File: src/hw/sfr_regs.svh
// constants of the serial memory front end: opcodes, status bits, timing
// assumes inclusion by bare name from every design file that needs them
`ifndef SFR_REGS_SVH
`define SFR_REGS_SVH

`define SFR_OP_SET_LATCH 8'h06
`define SFR_OP_CLR_LATCH 8'h04
`define SFR_OP_STS_RD 8'h05
`define SFR_OP_STS_WR 8'h01
`define SFR_OP_MEM_LO 2'h1
`define SFR_OP_MEM_HI 4'h0
`define SFR_OP_A8 3
`define SFR_OP_RD_BIT 0
`define SFR_OP_MEM_BIT 1

`define SFR_SR_LATCH 1
`define SFR_SR_BP_HI 3
`define SFR_SR_BP_LO 2
`define SFR_SR_FILL 4'h0
`define SFR_BIT_LAST 3'h7
`define SFR_ADDR_ONE 9'h001
// idle pin levels: select high, hold high, clock low, input high
`define SFR_SYNC_RST 4'hD

`define SFR_CLK_NS 10
`define SFR_SCK_HALF_NS 80
`define SFR_HALF_CYC \
   (4'((`SFR_SCK_HALF_NS + `SFR_CLK_NS - 1) / `SFR_CLK_NS - 1))

`endif

File: src/hw/sfr_pkg.sv
// types of the serial memory front end
// assumes the constants header is compiled alongside
package sfr_pkg;
   typedef enum logic [2:0] {
      SFR_D_IDLE = 3'b000,
      SFR_D_CMD = 3'b001,
      SFR_D_ADDR = 3'b010,
      SFR_D_WDATA = 3'b011,
      SFR_D_RDATA = 3'b100,
      SFR_D_SROUT = 3'b101,
      SFR_D_SRIN = 3'b110,
      SFR_D_IGNORE = 3'b111
   } sfr_dev_st_t;

   typedef enum logic [2:0] {
      SFR_H_IDLE = 3'b000,
      SFR_H_LEAD = 3'b001,
      SFR_H_LOW = 3'b010,
      SFR_H_HIGH = 3'b011,
      SFR_H_TRAIL = 3'b100,
      SFR_H_GAP = 3'b101
   } sfr_host_st_t;
endpackage

File: src/hw/sfr_if.sv
// serial link between the bus master end and the memory front end
// assumes a pull-up on the serial output line when nobody drives it
`timescale 1ns/1ps
interface sfr_if;
   logic cs_n;
   logic sck;
   logic si;
   logic hold_n;
   logic so;
   logic so_oe;
   logic miso;

   // resolved serial output wire, high when released
   assign miso = so_oe ? so : 1'b1;

   modport dev (input cs_n, input sck, input si, input hold_n,
                output so, output so_oe);
   modport host (output cs_n, output sck, output si, output hold_n,
                 input miso);
endinterface

File: src/hw/sfr_sync.sv
// two flip-flop synchroniser for a group of pin levels
// assumes the inputs are asynchronous to clk
`timescale 1ns/1ps
module sfr_sync #(
   parameter int W = 1,
   parameter logic [W-1:0] RST = '0
) (
   input wire logic clk,
   input wire logic rst_n,
   input wire logic [W-1:0] d,
   output logic [W-1:0] q
);
   logic [W-1:0] meta_q;

   always_ff @(posedge clk or negedge rst_n) begin
      if (!rst_n) begin
         meta_q <= RST;
         q <= RST;
      end else begin
         meta_q <= d;
         q <= meta_q;
      end
   end
endmodule

File: src/hw/sfr_dev.sv
// memory end of the serial link: framing, opcode decode, address, latch
// assumes a byte memory on the user side answering mem_re one cycle later
// Operation
// - sample on rising, drive on falling
// - first byte of selection is opcode
// - one command per select low period
// - deselected: ignore input, release output
// - all bytes shift most significant first
// - opcode bit 3 is address bit 8
// - unknown opcode: ignore until next select
// - clock level at select picks mode
// - mode 3 first sample after low
// - master idles clock per chosen mode
// - decode latch and status write opcodes
// - status read shifts status byte out
// - latch clear after power-up
// - status write clears latch flag at deselect
// - clear latch at deselect after writes
// - latch clear command blocks writes
// - master waits power-up time first; sfr_host has no such wait and starts a frame on the first start after reset
// - master keeps clock under top rate
// - latch shown in status bit 1
// - burst address increments and wraps
// - hold low suspends and releases output
`timescale 1ns/1ps
`include "sfr_regs.svh"
module sfr_dev (
   input wire logic clk,
   input wire logic rst_n,
   sfr_if.dev link,
   output logic [8:0] mem_addr_q,
   output logic [7:0] mem_wdata_q,
   output logic mem_we_q,
   output logic mem_re_q,
   input wire logic [7:0] mem_rdata,
   output logic write_enable_flag_q,
   output logic [7:0] status_q,
   output logic spi_mode3_q
);
   logic s_cs_n;
   logic s_sck;
   logic s_si;
   logic s_hold_n;
   logic cs_prev_q;
   logic sck_prev_q;
   logic cs_fall;
   logic cs_rise;
   logic sck_rise;
   logic sck_fall;
   logic byte_done;
   logic [2:0] cnt_q;
   logic [7:0] rx_q;
   logic [7:0] rx_d;
   logic [7:0] tx_q;
   logic [1:0] bp_q;
   logic is_read_q;
   logic inc_q;
   logic load_q;
   logic clr_pend_q;
   logic op_mem;
   logic [7:0] sts;
   sfr_pkg::sfr_dev_st_t st_q;

   sfr_sync #(.W(4), .RST(`SFR_SYNC_RST)) u_sync (
      .clk(clk),
      .rst_n(rst_n),
      .d({link.cs_n, link.hold_n, link.sck, link.si}),
      .q({s_cs_n, s_hold_n, s_sck, s_si})
   );

   always_ff @(posedge clk or negedge rst_n) begin
      if (!rst_n) begin
         cs_prev_q <= 1'b1;
         sck_prev_q <= 1'b0;
      end else begin
         cs_prev_q <= s_cs_n;
         sck_prev_q <= s_sck;
      end
   end

   assign cs_fall = s_hold_n & cs_prev_q & ~s_cs_n;
   assign cs_rise = s_hold_n & ~cs_prev_q & s_cs_n;
   assign sck_rise = s_hold_n & ~s_cs_n & ~cs_prev_q & ~sck_prev_q & s_sck;
   assign sck_fall = s_hold_n & ~s_cs_n & sck_prev_q & ~s_sck;
   assign rx_d = {rx_q[6:0], s_si};
   assign byte_done = sck_rise & (cnt_q == `SFR_BIT_LAST);
   assign op_mem = (rx_d[7:4] == `SFR_OP_MEM_HI) &&
                   (rx_d[2:`SFR_OP_RD_BIT + 1] == `SFR_OP_MEM_LO);
   assign sts = {`SFR_SR_FILL, bp_q, write_enable_flag_q, 1'b0};

   always_ff @(posedge clk or negedge rst_n) begin
      if (!rst_n) begin
         spi_mode3_q <= 1'b0;
      end else if (cs_fall) begin
         spi_mode3_q <= s_sck;
      end
   end

   always_ff @(posedge clk or negedge rst_n) begin
      if (!rst_n) begin
         cnt_q <= '0;
         rx_q <= '0;
      end else if (cs_fall) begin
         cnt_q <= '0;
      end else if (sck_rise) begin
         cnt_q <= cnt_q + 3'h1;
         rx_q <= rx_d;
      end
   end

   always_ff @(posedge clk or negedge rst_n) begin
      if (!rst_n) begin
         st_q <= sfr_pkg::SFR_D_IDLE;
      end else if (cs_rise) begin
         st_q <= sfr_pkg::SFR_D_IDLE;
      end else if (cs_fall) begin
         st_q <= sfr_pkg::SFR_D_CMD;
      end else if (byte_done) begin
         unique case (st_q)
            sfr_pkg::SFR_D_CMD: begin
               if (rx_d == `SFR_OP_STS_RD) begin
                  st_q <= sfr_pkg::SFR_D_SROUT;
               end else if (rx_d == `SFR_OP_STS_WR) begin
                  st_q <= sfr_pkg::SFR_D_SRIN;
               end else if (op_mem) begin
                  st_q <= sfr_pkg::SFR_D_ADDR;
               end else begin
                  st_q <= sfr_pkg::SFR_D_IGNORE;
               end
            end
            sfr_pkg::SFR_D_ADDR: begin
               st_q <= is_read_q ? sfr_pkg::SFR_D_RDATA
                                 : sfr_pkg::SFR_D_WDATA;
            end
            sfr_pkg::SFR_D_SROUT, sfr_pkg::SFR_D_SRIN: begin
               st_q <= sfr_pkg::SFR_D_IGNORE;
            end
            sfr_pkg::SFR_D_IDLE, sfr_pkg::SFR_D_WDATA,
            sfr_pkg::SFR_D_RDATA, sfr_pkg::SFR_D_IGNORE: begin
               st_q <= st_q;
            end
         endcase
      end
   end

   always_ff @(posedge clk or negedge rst_n) begin
      if (!rst_n) begin
         write_enable_flag_q <= 1'b0;
         clr_pend_q <= 1'b0;
      end else if (cs_fall) begin
         clr_pend_q <= 1'b0;
      end else if (cs_rise) begin
         if (clr_pend_q) begin
            write_enable_flag_q <= 1'b0;
         end
      end else if (byte_done && st_q == sfr_pkg::SFR_D_CMD) begin
         if (rx_d == `SFR_OP_SET_LATCH) begin
            write_enable_flag_q <= 1'b1;
         end
         if (rx_d == `SFR_OP_CLR_LATCH || rx_d == `SFR_OP_STS_WR ||
             (op_mem && !rx_d[`SFR_OP_RD_BIT])) begin
            clr_pend_q <= 1'b1;
         end
      end
   end

   always_ff @(posedge clk or negedge rst_n) begin
      if (!rst_n) begin
         bp_q <= '0;
         status_q <= '0;
      end else begin
         status_q <= sts;
         if (byte_done && st_q == sfr_pkg::SFR_D_SRIN &&
             write_enable_flag_q) begin
            bp_q <= rx_d[`SFR_SR_BP_HI:`SFR_SR_BP_LO];
         end
      end
   end

   always_ff @(posedge clk or negedge rst_n) begin
      if (!rst_n) begin
         mem_addr_q <= '0;
         is_read_q <= 1'b0;
         inc_q <= 1'b0;
      end else begin
         inc_q <= byte_done && (st_q == sfr_pkg::SFR_D_WDATA ||
                                st_q == sfr_pkg::SFR_D_RDATA);
         if (inc_q) begin
            mem_addr_q <= mem_addr_q + `SFR_ADDR_ONE;
         end else if (byte_done && st_q == sfr_pkg::SFR_D_CMD) begin
            mem_addr_q[8] <= rx_d[`SFR_OP_A8];
            is_read_q <= rx_d[`SFR_OP_RD_BIT];
         end else if (byte_done && st_q == sfr_pkg::SFR_D_ADDR) begin
            mem_addr_q[7:0] <= rx_d;
         end
      end
   end

   always_ff @(posedge clk or negedge rst_n) begin
      if (!rst_n) begin
         mem_we_q <= 1'b0;
         mem_re_q <= 1'b0;
         mem_wdata_q <= '0;
         load_q <= 1'b0;
      end else begin
         mem_we_q <= byte_done && st_q == sfr_pkg::SFR_D_WDATA &&
                     write_enable_flag_q;
         if (byte_done && st_q == sfr_pkg::SFR_D_WDATA) begin
            mem_wdata_q <= rx_d;
         end
         mem_re_q <= (byte_done && st_q == sfr_pkg::SFR_D_ADDR &&
                      is_read_q) ||
                     (inc_q && st_q == sfr_pkg::SFR_D_RDATA);
         load_q <= mem_re_q;
      end
   end

   always_ff @(posedge clk or negedge rst_n) begin
      if (!rst_n) begin
         tx_q <= '0;
         link.so <= 1'b0;
      end else if (load_q) begin
         tx_q <= mem_rdata;
      end else if (byte_done && st_q == sfr_pkg::SFR_D_CMD) begin
         tx_q <= sts;
      end else if (sck_fall && (st_q == sfr_pkg::SFR_D_RDATA ||
                                st_q == sfr_pkg::SFR_D_SROUT)) begin
         link.so <= tx_q[7];
         tx_q <= {tx_q[6:0], 1'b0};
      end
   end

   always_ff @(posedge clk or negedge rst_n) begin
      if (!rst_n) begin
         link.so_oe <= 1'b0;
      end else begin
         link.so_oe <= ~s_cs_n & ~cs_rise & s_hold_n &
                       (st_q == sfr_pkg::SFR_D_RDATA ||
                        st_q == sfr_pkg::SFR_D_SROUT);
      end
   end
endmodule

File: src/flat_wrapper.sv
// flat-port wrapper written by rule: the top's interface ports become plain ports
module sfr_dev_flat 
  (clk, rst_n, mem_addr_q, mem_wdata_q, mem_we_q, mem_re_q, mem_rdata, write_enable_flag_q, status_q, spi_mode3_q, link_cs_n, link_sck, link_si, link_hold_n, link_so, link_so_oe);
  sfr_if link_i ();
  input wire logic clk;
  input wire logic rst_n;
  output logic [8:0] mem_addr_q;
  output logic [7:0] mem_wdata_q;
  output logic mem_we_q;
  output logic mem_re_q;
  input wire logic [7:0] mem_rdata;
  output logic write_enable_flag_q;
  output logic [7:0] status_q;
  output logic spi_mode3_q;
  input wire logic [$bits(link_i.cs_n)-1:0] link_cs_n;
  input wire logic [$bits(link_i.sck)-1:0] link_sck;
  input wire logic [$bits(link_i.si)-1:0] link_si;
  input wire logic [$bits(link_i.hold_n)-1:0] link_hold_n;
  output wire logic [$bits(link_i.so)-1:0] link_so;
  output wire logic [$bits(link_i.so_oe)-1:0] link_so_oe;
  assign link_i.cs_n = link_cs_n;
  assign link_i.sck = link_sck;
  assign link_i.si = link_si;
  assign link_i.hold_n = link_hold_n;
  assign link_so = link_i.so;
  assign link_so_oe = link_i.so_oe;
  sfr_dev u_core (.clk(clk), .rst_n(rst_n), .link(link_i), .mem_addr_q(mem_addr_q), .mem_wdata_q(mem_wdata_q), .mem_we_q(mem_we_q), .mem_re_q(mem_re_q), .mem_rdata(mem_rdata), .write_enable_flag_q(write_enable_flag_q), .status_q(status_q), .spi_mode3_q(spi_mode3_q));
endmodule
File: config.mk
export PLATFORM = sky130hd
export DESIGN_NAME = sfr_dev_flat
export DESIGN_NICKNAME = d
export VERILOG_FILES = /design/src/hw/sfr_pkg.sv /design/src/hw/sfr_if.sv /design/src/hw/sfr_sync.sv /design/src/hw/sfr_dev.sv /design/src/flat_wrapper.sv
export VERILOG_INCLUDE_DIRS = /design/src /design/src/hw
export SDC_FILE = /design/constraint.sdc
export NUM_CORES = 1
export LEC_CHECK = 0
export BUFFER_PORTS_ARGS = -buffer_cell sky130_fd_sc_hd__buf_2
export CELL_PAD_IN_SITES_DETAIL_PLACEMENT = 0
export CELL_PAD_IN_SITES_GLOBAL_PLACEMENT = 1
export CORE_MARGIN = 2
export CORE_UTILIZATION = 45
export CTS_CLUSTER_SIZE = 12
export DETAILED_ROUTE_END_ITERATION = 10
export PLACE_DENSITY_LB_ADDON = 0.12
export SKIP_LAST_GASP = 1
export SLEW_MARGIN = 20
export SYNTH_ARGS = -nofsm -noshare
export SYNTH_HDL_FRONTEND = slang
export SYNTH_HIERARCHICAL = 1
export SYNTH_SLANG_ARGS = --single-unit
File: constraint.sdc
create_clock -name clk -period 2.4 [get_ports clk]
set_input_delay 0.6 -clock clk [delete_from_list [all_inputs] [get_ports clk]]
set_output_delay 0.6 -clock clk [all_outputs]
set_load 0.01 [all_outputs]
# ---- Word-level counts from Yosys, hierarchy flattened
# Index checks and enable logic that the tools add are counted.
dict set report classes {
  n_addsub 2
  eq_ne 17
  muxes 25
  bitwise 23
  n_reduce_logical 38
}
# operator n
set ops {}
lappend ops {{two-way mux 8 bit} 5}
lappend ops {{two-way mux 3 bit} 9}
lappend ops {{equality test 8 x 3 -> 1 bit, second input constant} 3}
lappend ops {{equality test 3 bit, second input constant} 5}
lappend ops {{bitwise AND 1 bit} 14}
lappend ops {{nonzero test 2 bit} 7}
lappend ops {{logical AND 1 bit} 12}
lappend ops {{adder 9 x 1 -> 9 bit, second input constant} 1}
lappend ops {{two-way mux 1 bit} 9}
lappend ops {{two-way mux 9 bit} 1}
lappend ops {{inverter 1 bit} 9}
lappend ops {{one-hot mux 3 bit (3 select lines)} 1}
lappend ops {{equality test 8 x 1 -> 1 bit, second input constant} 1}
lappend ops {{AND reduction 2 bit} 4}
lappend ops {{equality test 3 x 2 -> 1 bit, second input constant} 2}
lappend ops {{AND reduction 3 bit} 2}
lappend ops {{nonzero test 3 bit} 2}
lappend ops {{logical OR 1 bit} 5}
lappend ops {{zero test 4 bit} 1}
lappend ops {{inequality test 2 x 1 -> 1 bit, second input constant} 2}
lappend ops {{AND reduction 4 bit} 1}
lappend ops {{OR reduction 4 bit} 1}
lappend ops {{adder 3 x 1 -> 3 bit, second input constant} 1}
lappend ops {{equality test 3 x 1 -> 1 bit, second input constant} 1}
lappend ops {{other kinds (6)} 6}
dict set report word_totals {
  register_bits 63
  input_bits 14
  output_inout_bits 31
  word_cells 128
}

# ---- Logic depth before layout (Yosys ltp)
# Gate-level depths: netlist (run 1).
dict set report depth {
  ltp_word 10
  mapped_depth 7
  depth_no_buf 6
}

# ---- Hierarchy
# The synthesis (run 1) kept the hierarchy.
# mod instances cells_each area_each_um2 seq_area_each_um2
set by_module_without_submodules {}
lappend by_module_without_submodules {sfr_dev 1 232 2706.3 1377.6}
lappend by_module_without_submodules {sfr_sync 1 8 207.7 207.7}

# ---- Worst setup path after synthesis (run 1)
# No wires, ideal clock.
dict set report synth_path {
  kind {register to register}
  start {register u_core.cnt_q[0]}
  end {register u_core.mem_wdata_q[0]}
  setup_time_ns 0.125
  arrival_time_ns 1.725
  t_required_ns 2.275
  slack_ns 0.550
  path_stages_with_launch 7
  n_path_buf 0
  synth_period_minus_slack_ns 1.850
  cell_sequence {dfrtp_1 ha_1 ha_1 and4bb_2 and2_2 nand3_2 mux2_2}
}
dict set report synth_via {
  elab_chain_len 3
}
# item line
set synth_rtl {}
lappend synth_rtl {{start: declaration} sfr_dev.sv:51} ;# logic [2:0] cnt_q;
lappend synth_rtl {{start signal: assignment} sfr_dev.sv:106} ;# cnt_q <= cnt_q + 3'h1;
lappend synth_rtl {{equality test 3 bit (no source line)} n/a}
lappend synth_rtl {{bitwise AND 1 bit} sfr_dev.sv:86} ;# assign byte_done = sck_rise & (cnt_q == `SFR_BIT_LAST);
lappend synth_rtl {{logical AND 1 bit} sfr_dev.sv:208} ;# if (byte_done && st_q == sfr_pkg::SFR_D_WDATA) begin
lappend synth_rtl {{end signal: assignment} sfr_dev.sv:209} ;# mem_wdata_q <= rx_d;
lappend synth_rtl {{end: declaration} sfr_dev.sv:32} ;# output logic [7:0] mem_wdata_q,
# Every way passes these cells.
# A chain may end at the register's enable or synchronous reset.

# ---- Worst setup path after layout (run 1)
# Same ends and word-level chain as after synthesis.

==> run metrics, run 1 <==
Async SR Flop Fraction=1.00; Critical Path Sink Type=flop; worst-path fanout max=9; Top FF cell, synth=dfrtp_1; Remaining Overflow, GRT=0; most instantiated cells after synthesis=dfrtp_1, mux2_2, mux2i_1; largest net degree at the start of global routing=64; TritonCTS clock tree=done; Mapped Cells=240; Ys Warns=6; Site Rows=29; syn avg cell area=12.1 sq um; Reg2Reg Depth=6; TritonCTS buffer count=9; Synth top area share=0.481; average wire per standard cell=15.2 um; Worst EP required=2620 ps; DRT Wirelength=5520 um; Layout fillers=581; Seq cells post-synth=63; multi-input logic area=1210 sq um; CTS root buf=clkbuf_8; Clock Sinks=63; DIE AREA=7140 sq um; flop-to-flop setup slack=380 ps; Final Hold Fails=0; Boundary Pins=45; Final Critical Period=2020 ps; area of the mapped netlist=2910 sq um; Routed met1 length=2790 um; total area of sequential cells=1590 sq um; H-tree Lvls=3; Max Clock Skew=6.88 ps; post-synthesis sequential area ratio=0.544; Setup-failing EPs final=0; Via Count=1893; # Post-CTS Setup Buffers=0; first-pass GRT wire length=9350 um; Max-Cap Viols=0; share of cells above drive strength 1=0.332; top post-synthesis cells by area=dfrtp_1, mux2_2, mux2i_1; hold crit path type=input pin to async pin; Final Power=0.00221 W; crit start category=flop; wire length on met2=2440 um; post-synth top area cell=dfrtp_1; antenna-violating nets left=0; arrival time at the worst endpoint=2240 ps; unrepaired setup endpoints after global routing=no; Core ar.=6310 sq um; CTS Buffer Depth=2; layout net count=298; worst setup path class=flop to flop; Layout area overhead=15.2%; Initial Utilization=0.462; Clock transition at path regs=60 ps; P_leak=1.69 nW; most common cell in the synthesized netlist=dfrtp_1; router iterations before antenna repair=4; Final TNS setup=0 ps; Max Slew Vio Count=0; Post-DP HPWL=3720 um; met3 wire length=262 um; All-Layer GR Usage=0.169; Slew @ Worst Pin=597 ps; post-cts sizing count=0; vias per std cell=5.21; status=complete, no violations; Port-buffer cells=39; cts hold-fix bufs=0; Clock Latency Late Sink=330 ps; power per cell area=658 nW/um^2; distinct cell type count after synthesis=48; top sig layer=met4; Peak supply drop=0.461 mV; EDFF count, synth=0; antenna violations before repair=0; antenna cells=0; Slew headroom=0.602; GPL Wtd Cong=0.788; fin crit share=0.843; DRT iter0 DRCs=90; Max Freq=494 MHz; vias in the first global route=1865; Die X=84.5 um; Die Height=84.5 um; DRC violation count after routing=0
==> stage by stage <==
stage | instances | setup slack, ps | cell area, sq um | hold WS (ps) | utilization
after floorplan | 244 | 550 | 2930 | 304 | -
after global placement | 347 | 415 | 3150 | 333 | 0.499
after detailed placement | 347 | 394 | 3150 | 339 | 0.499
after CTS | 363 | 375 | 3360 | 267 | 0.532
after global routing | 363 | 282 | 3360 | 282 | 0.532
final | 363 | 377 | 3360 | 254 | 0.532
==> final timing paths <==
kind,from,end
worst max-delay path,u_core/cnt_q[0],u_core/mem_wdata_q[0]
worst min-delay path,rst_n,u_core/tx_q[5]
worst max register to register,u_core/cnt_q[0],u_core/mem_wdata_q[0]
worst min register to register,u_core/u_sync/meta_q[1],u_core/u_sync/q[1]
max in group asynchronous,rst_n,u_core/u_sync/meta_q[2]
min in group clk,u_core/u_sync/meta_q[1],u_core/u_sync/q[1]
==> layer usage <==
metal,track usage,vias up
li1,-,934
met1,0.233,920
met2,0.243,37
met3,0.0737,2
met4,0.0534,0
met5,0,-
==> sequential cells by signal, indices dropped and copies added, names as in the netlist <==
signal	flops
u_core/mem_addr_q	9
u_core/mem_wdata_q	8
u_core/tx_q	8
u_core/rx_q	7
u_core/u_sync/meta_q	4
u_core/u_sync/q	4
u_core/cnt_q	3
u_core/st_q	3
u_core/status_q	3
u_core/bp_q	2
u_core/clr_pend_q	1
u_core/cs_prev_q	1
u_core/inc_q	1
u_core/is_read_q	1
u_core/link.so	1
u_core/link.so_oe	1
u_core/load_q	1
u_core/mem_re_q	1
u_core/mem_we_q	1
u_core/sck_prev_q	1
u_core/spi_mode3_q	1
u_core/write_enable_flag_q	1
==> report_power, final <==
part	switching, W	total [W]	internal (W)
Sequential	0.0000487	0.00115	0.00110
Combinational	0.0000676	0.000119	0.0000514
Clock	0.000382	0.000943	0.000562
==> placed cells by master (no fill, tap or decap), types with 3 or more instances in the layout <==
| master | instances |
|---|---|
| dfstp_2 | 7 |
| xnor2_1 | 6 |
| o21ai_0 | 9 |
| dfrtp_1 | 56 |
| nor2b_1 | 5 |
| ha_1 | 3 |
| a221oi_1 | 3 |
| clkbuf_8 | 12 |
| buf_2 | 39 |
| and3_1 | 3 |
| nand2_1 | 16 |
| nand3_1 | 6 |
| nand4_1 | 4 |
| xor2_1 | 3 |
| inv_1 | 8 |
| a21oi_1 | 4 |
| nor2_1 | 14 |
| conb_1 | 5 |
| a22o_1 | 4 |
| mux2_2 | 22 |
| mux2i_1 | 20 |
==> worst max-delay path, stage by stage (launching register included) <==
cell and delay, ps:
dfrtp_1 400, ha_1 200, ha_1 250, and4bb_2 290, and2_2 190, nand3_2 200, mux2_2 370
==> layout make-up <==
cell class                      count  area share
Sequential cell                    63       0.472
Clock buffer                       13      0.0503
Clock inverter                      3      0.0119
Timing Repair Buffer               41      0.0663
Tap cell                           77      0.0287
Inverter                            8     0.00895
Multi-Input combinational cell    158       0.362
==> logic make-up (layout without fill, tap and decap cells) <==
family | Yosys count | in the layout | synth area share
fa+ha+maj | 3 | 3 | 0.0129
xor+xnor | 9 | 9 | 0.0271
compound gates | 32 | 32 | 0.0790
buf+inv | 23 | 65 | 0.0447
simple gates | 67 | 67 | 0.137
mux | 42 | 42 | 0.154
other cells | 1 | 5 | 0.00129
flops | 63 | 63 | 0.544
(Power assumes the default switching activity.)
==> inputs of run 2 (changes only) <==
- clock period: 2.4 -> 2.1 ns (I/O delays scaled with it)
==> run 2 against run 1 <==
Clock power grew 22%. Worst setup slack worse by 210 ps. Cell count rose by 0.83%. Flip-flop and latch count unchanged. Sequential share of layout area is 0.49 points lower. Count of clock-buffer cells in the layout fell by 4. Routed wire length up 3.0%. Critical path type unchanged. Highest routed layer unchanged.
==> run metrics, run 2 (synthesized netlist as in run 1, its figures left out) <==
status=complete, no violations; pre-CTS setup slack=167 ps (-227 ps); DRT Wirelength=5690 um (+3.0%); All-Layer GR Usage=0.179 (+0.00935); cts hold-fix bufs=0 (unchanged); DRC violation count after routing=0 (unchanged); Critical Path Sink Type=flop; cell mode on critical path=ha_1; RR Startpoint=u_core/cnt_q[0]; Max Clock Skew=7.60 ps (+0.719 ps); M2 GR Usage=0.250 (+0.00722); most frequent cells in the layout=dfrtp_1, buf_2, mux2_2, mux2i_1, nand2_1; Site Rows=29 (unchanged); Die X=84.5 um (unchanged); clock power share=0.442 (+0.015); Reg power frac=0.503 (-0.016); antenna cells=0 (unchanged); final std cells w/o fill=366 (+0.83%); most flop-heavy register=u_core/mem_addr_q; GRT busiest layer=met1; Clock Latency Late Sink=340 ps (about the same); Clock Sinks=63 (unchanged); vias per std cell=5.31 (+1.9%); Final TNS setup=0 ps (unchanged); Top Registers=u_core/mem_addr_q: 9 flops, u_core/mem_wdata_q: 8 flops, u_core/tx_q: 8 flops; hold crit path type=input pin to async pin; hold slack final=182 ps (-71.9 ps); first-pass GRT wire length=9760 um (+4.4%); most common cell after layout, fill and taps aside=dfrtp_1; Layout fillers=571 (-1.7%); Psw=0.000617 W (+24%); final worst slack=172 ps (-206 ps); vias in the first global route=1883 (+0.97%); Initial Utilization=0.462 (unchanged); Via Count=1944 (+2.7%); max reg flops=9 (unchanged); Remaining Overflow, GRT=0 (unchanged); Slew headroom=0.598 (-0.00392); router iterations before antenna repair=4 (unchanged); Final Hold Fails=0 (unchanged); share of cells above drive strength 1=0.343 (+0.0104); reg-to-reg endpoint=u_core/mem_wdata_q[6]; worst-path fanout max=9 (unchanged); crit start category=flop; Worst EP required=2320 ps (-300 ps); TritonCTS buffer count=9 (unchanged); P_leak=1.70 nW (+0.58%); post-cts sizing count=0 (unchanged); Boundary Pins=45 (unchanged); DRT iter0 DRCs=90 (unchanged); antenna violations before repair=0 (unchanged); Sw Share=0.237 (+0.0116); CP peak stage delay=400 ps (about the same); CP Cell Sequence=ha_1, ha_1, and4bb_2, and2_2, nand3_2, mux2_2; CTS Buffer Depth=2 (unchanged); largest net degree at the start of global routing=64 (unchanged); layout net count=301 (+1.0%); Slew @ Worst Pin=603 ps (+5.88 ps); Port-buffer cells=39 (unchanged); Peak supply drop=0.449 mV (-2.6%); DIE AREA=7140 sq um (unchanged); arrival time at the worst endpoint=2150 ps (-90 ps); average wire per standard cell=15.5 um (+2.2%); Die Height=84.5 um (unchanged); Max Slew Vio Count=0 (unchanged); Max-Cap Viols=0 (unchanged); worst setup path class=flop to flop; Final Critical Period=1930 ps (-94.1 ps); Clock transition at path regs=70 ps (about the same); combinational share of power=0.055 (about the same); power per cell area=766 nW/um^2 (+17%); P_int=0.00198 W (+16%); TritonCTS clock tree=done; Layout area overhead=16.4%; Worst path slowest cell=dfrtp_1; antenna-violating nets left=0 (unchanged); met3 usage=0.0688 (-0.00492); H-tree Lvls=3 (unchanged); CTS root buf=clkbuf_8; Placed Instances=350 (+0.86%); Reg2Reg Depth=6 (unchanged); Core ar.=6310 sq um (unchanged); unrepaired setup endpoints after global routing=no; fin crit share=0.918 (+0.0756); Setup-failing EPs final=0 (unchanged); met1 GRT Util=0.255 (+0.0219); Post-DP HPWL=3820 um (+2.7%); placed cell areas=3170 sq um (+0.72%); # Post-CTS Setup Buffers=0 (unchanged); final instance area=3390 sq um (+1.0%); Max Freq=519 MHz (+4.9%); GPL Wtd Cong=0.803 (+1.9%); flop-to-flop setup slack=170 ps (-210 ps)
[run 2: layout make-up]
cell class	count	area, sq um	area share
well taps	77	96.3	0.0284
clock buffers	9	124	0.0365
flip-flops and latches	63	1590	0.467
inverters	8	30.0	0.00885
clock inverters	7	97.6	0.0288
multi-input cells	158	1210	0.358
repair buffers	44	245	0.0723
[run 2: power by group through the flow]
stage               Combinational, W  Sequential (W)  Clock, W
floorplan                   0.000105         0.00130         0
global placement            0.000144         0.00133         0
detailed placement          0.000144         0.00133         0
CTS                         0.000145         0.00131   0.00119
global route                0.000164         0.00132   0.00125
finish                      0.000143         0.00131   0.00115
[run 2: per-layer routing]
layer  wire (um)  share of wire
met1        2770           0.49
met2        2490           0.44
met3         397          0.070
met4          32         0.0056
met5           0              0
[run 2: critical path, delay by kind of cell, from the launching register on]
family        cells  cell delay, ps
simple gates      3             650
flops             1             400
fa+ha+maj         2             390
mux               1             370
[run 2: worst max-delay path by stage]
stage / start / end / depth (start not counted)
after detailed placement: u_core/cnt_q[0] / u_core/mem_wdata_q[6] / 6
after global placement: u_core/cnt_q[0] / u_core/mem_wdata_q[7] / 6
after global routing: u_core/cnt_q[0] / u_core/mem_wdata_q[6] / 6
after floorplan: u_core/cnt_q[0] / u_core/mem_wdata_q[0] / 6
final: u_core/cnt_q[0] / u_core/mem_wdata_q[6] / 6
after CTS: u_core/cnt_q[0] / u_core/mem_wdata_q[6] / 6
[run 2: per-stage QoR]
step	util	power (W)
4_1_cts	0.537	0.00265
2_1_floorplan	-	0.00140
5_1_grt	0.537	0.00273
3_5_place_dp	0.502	0.00147
3_3_place_gp	0.502	0.00147
6_report	0.537	0.00260
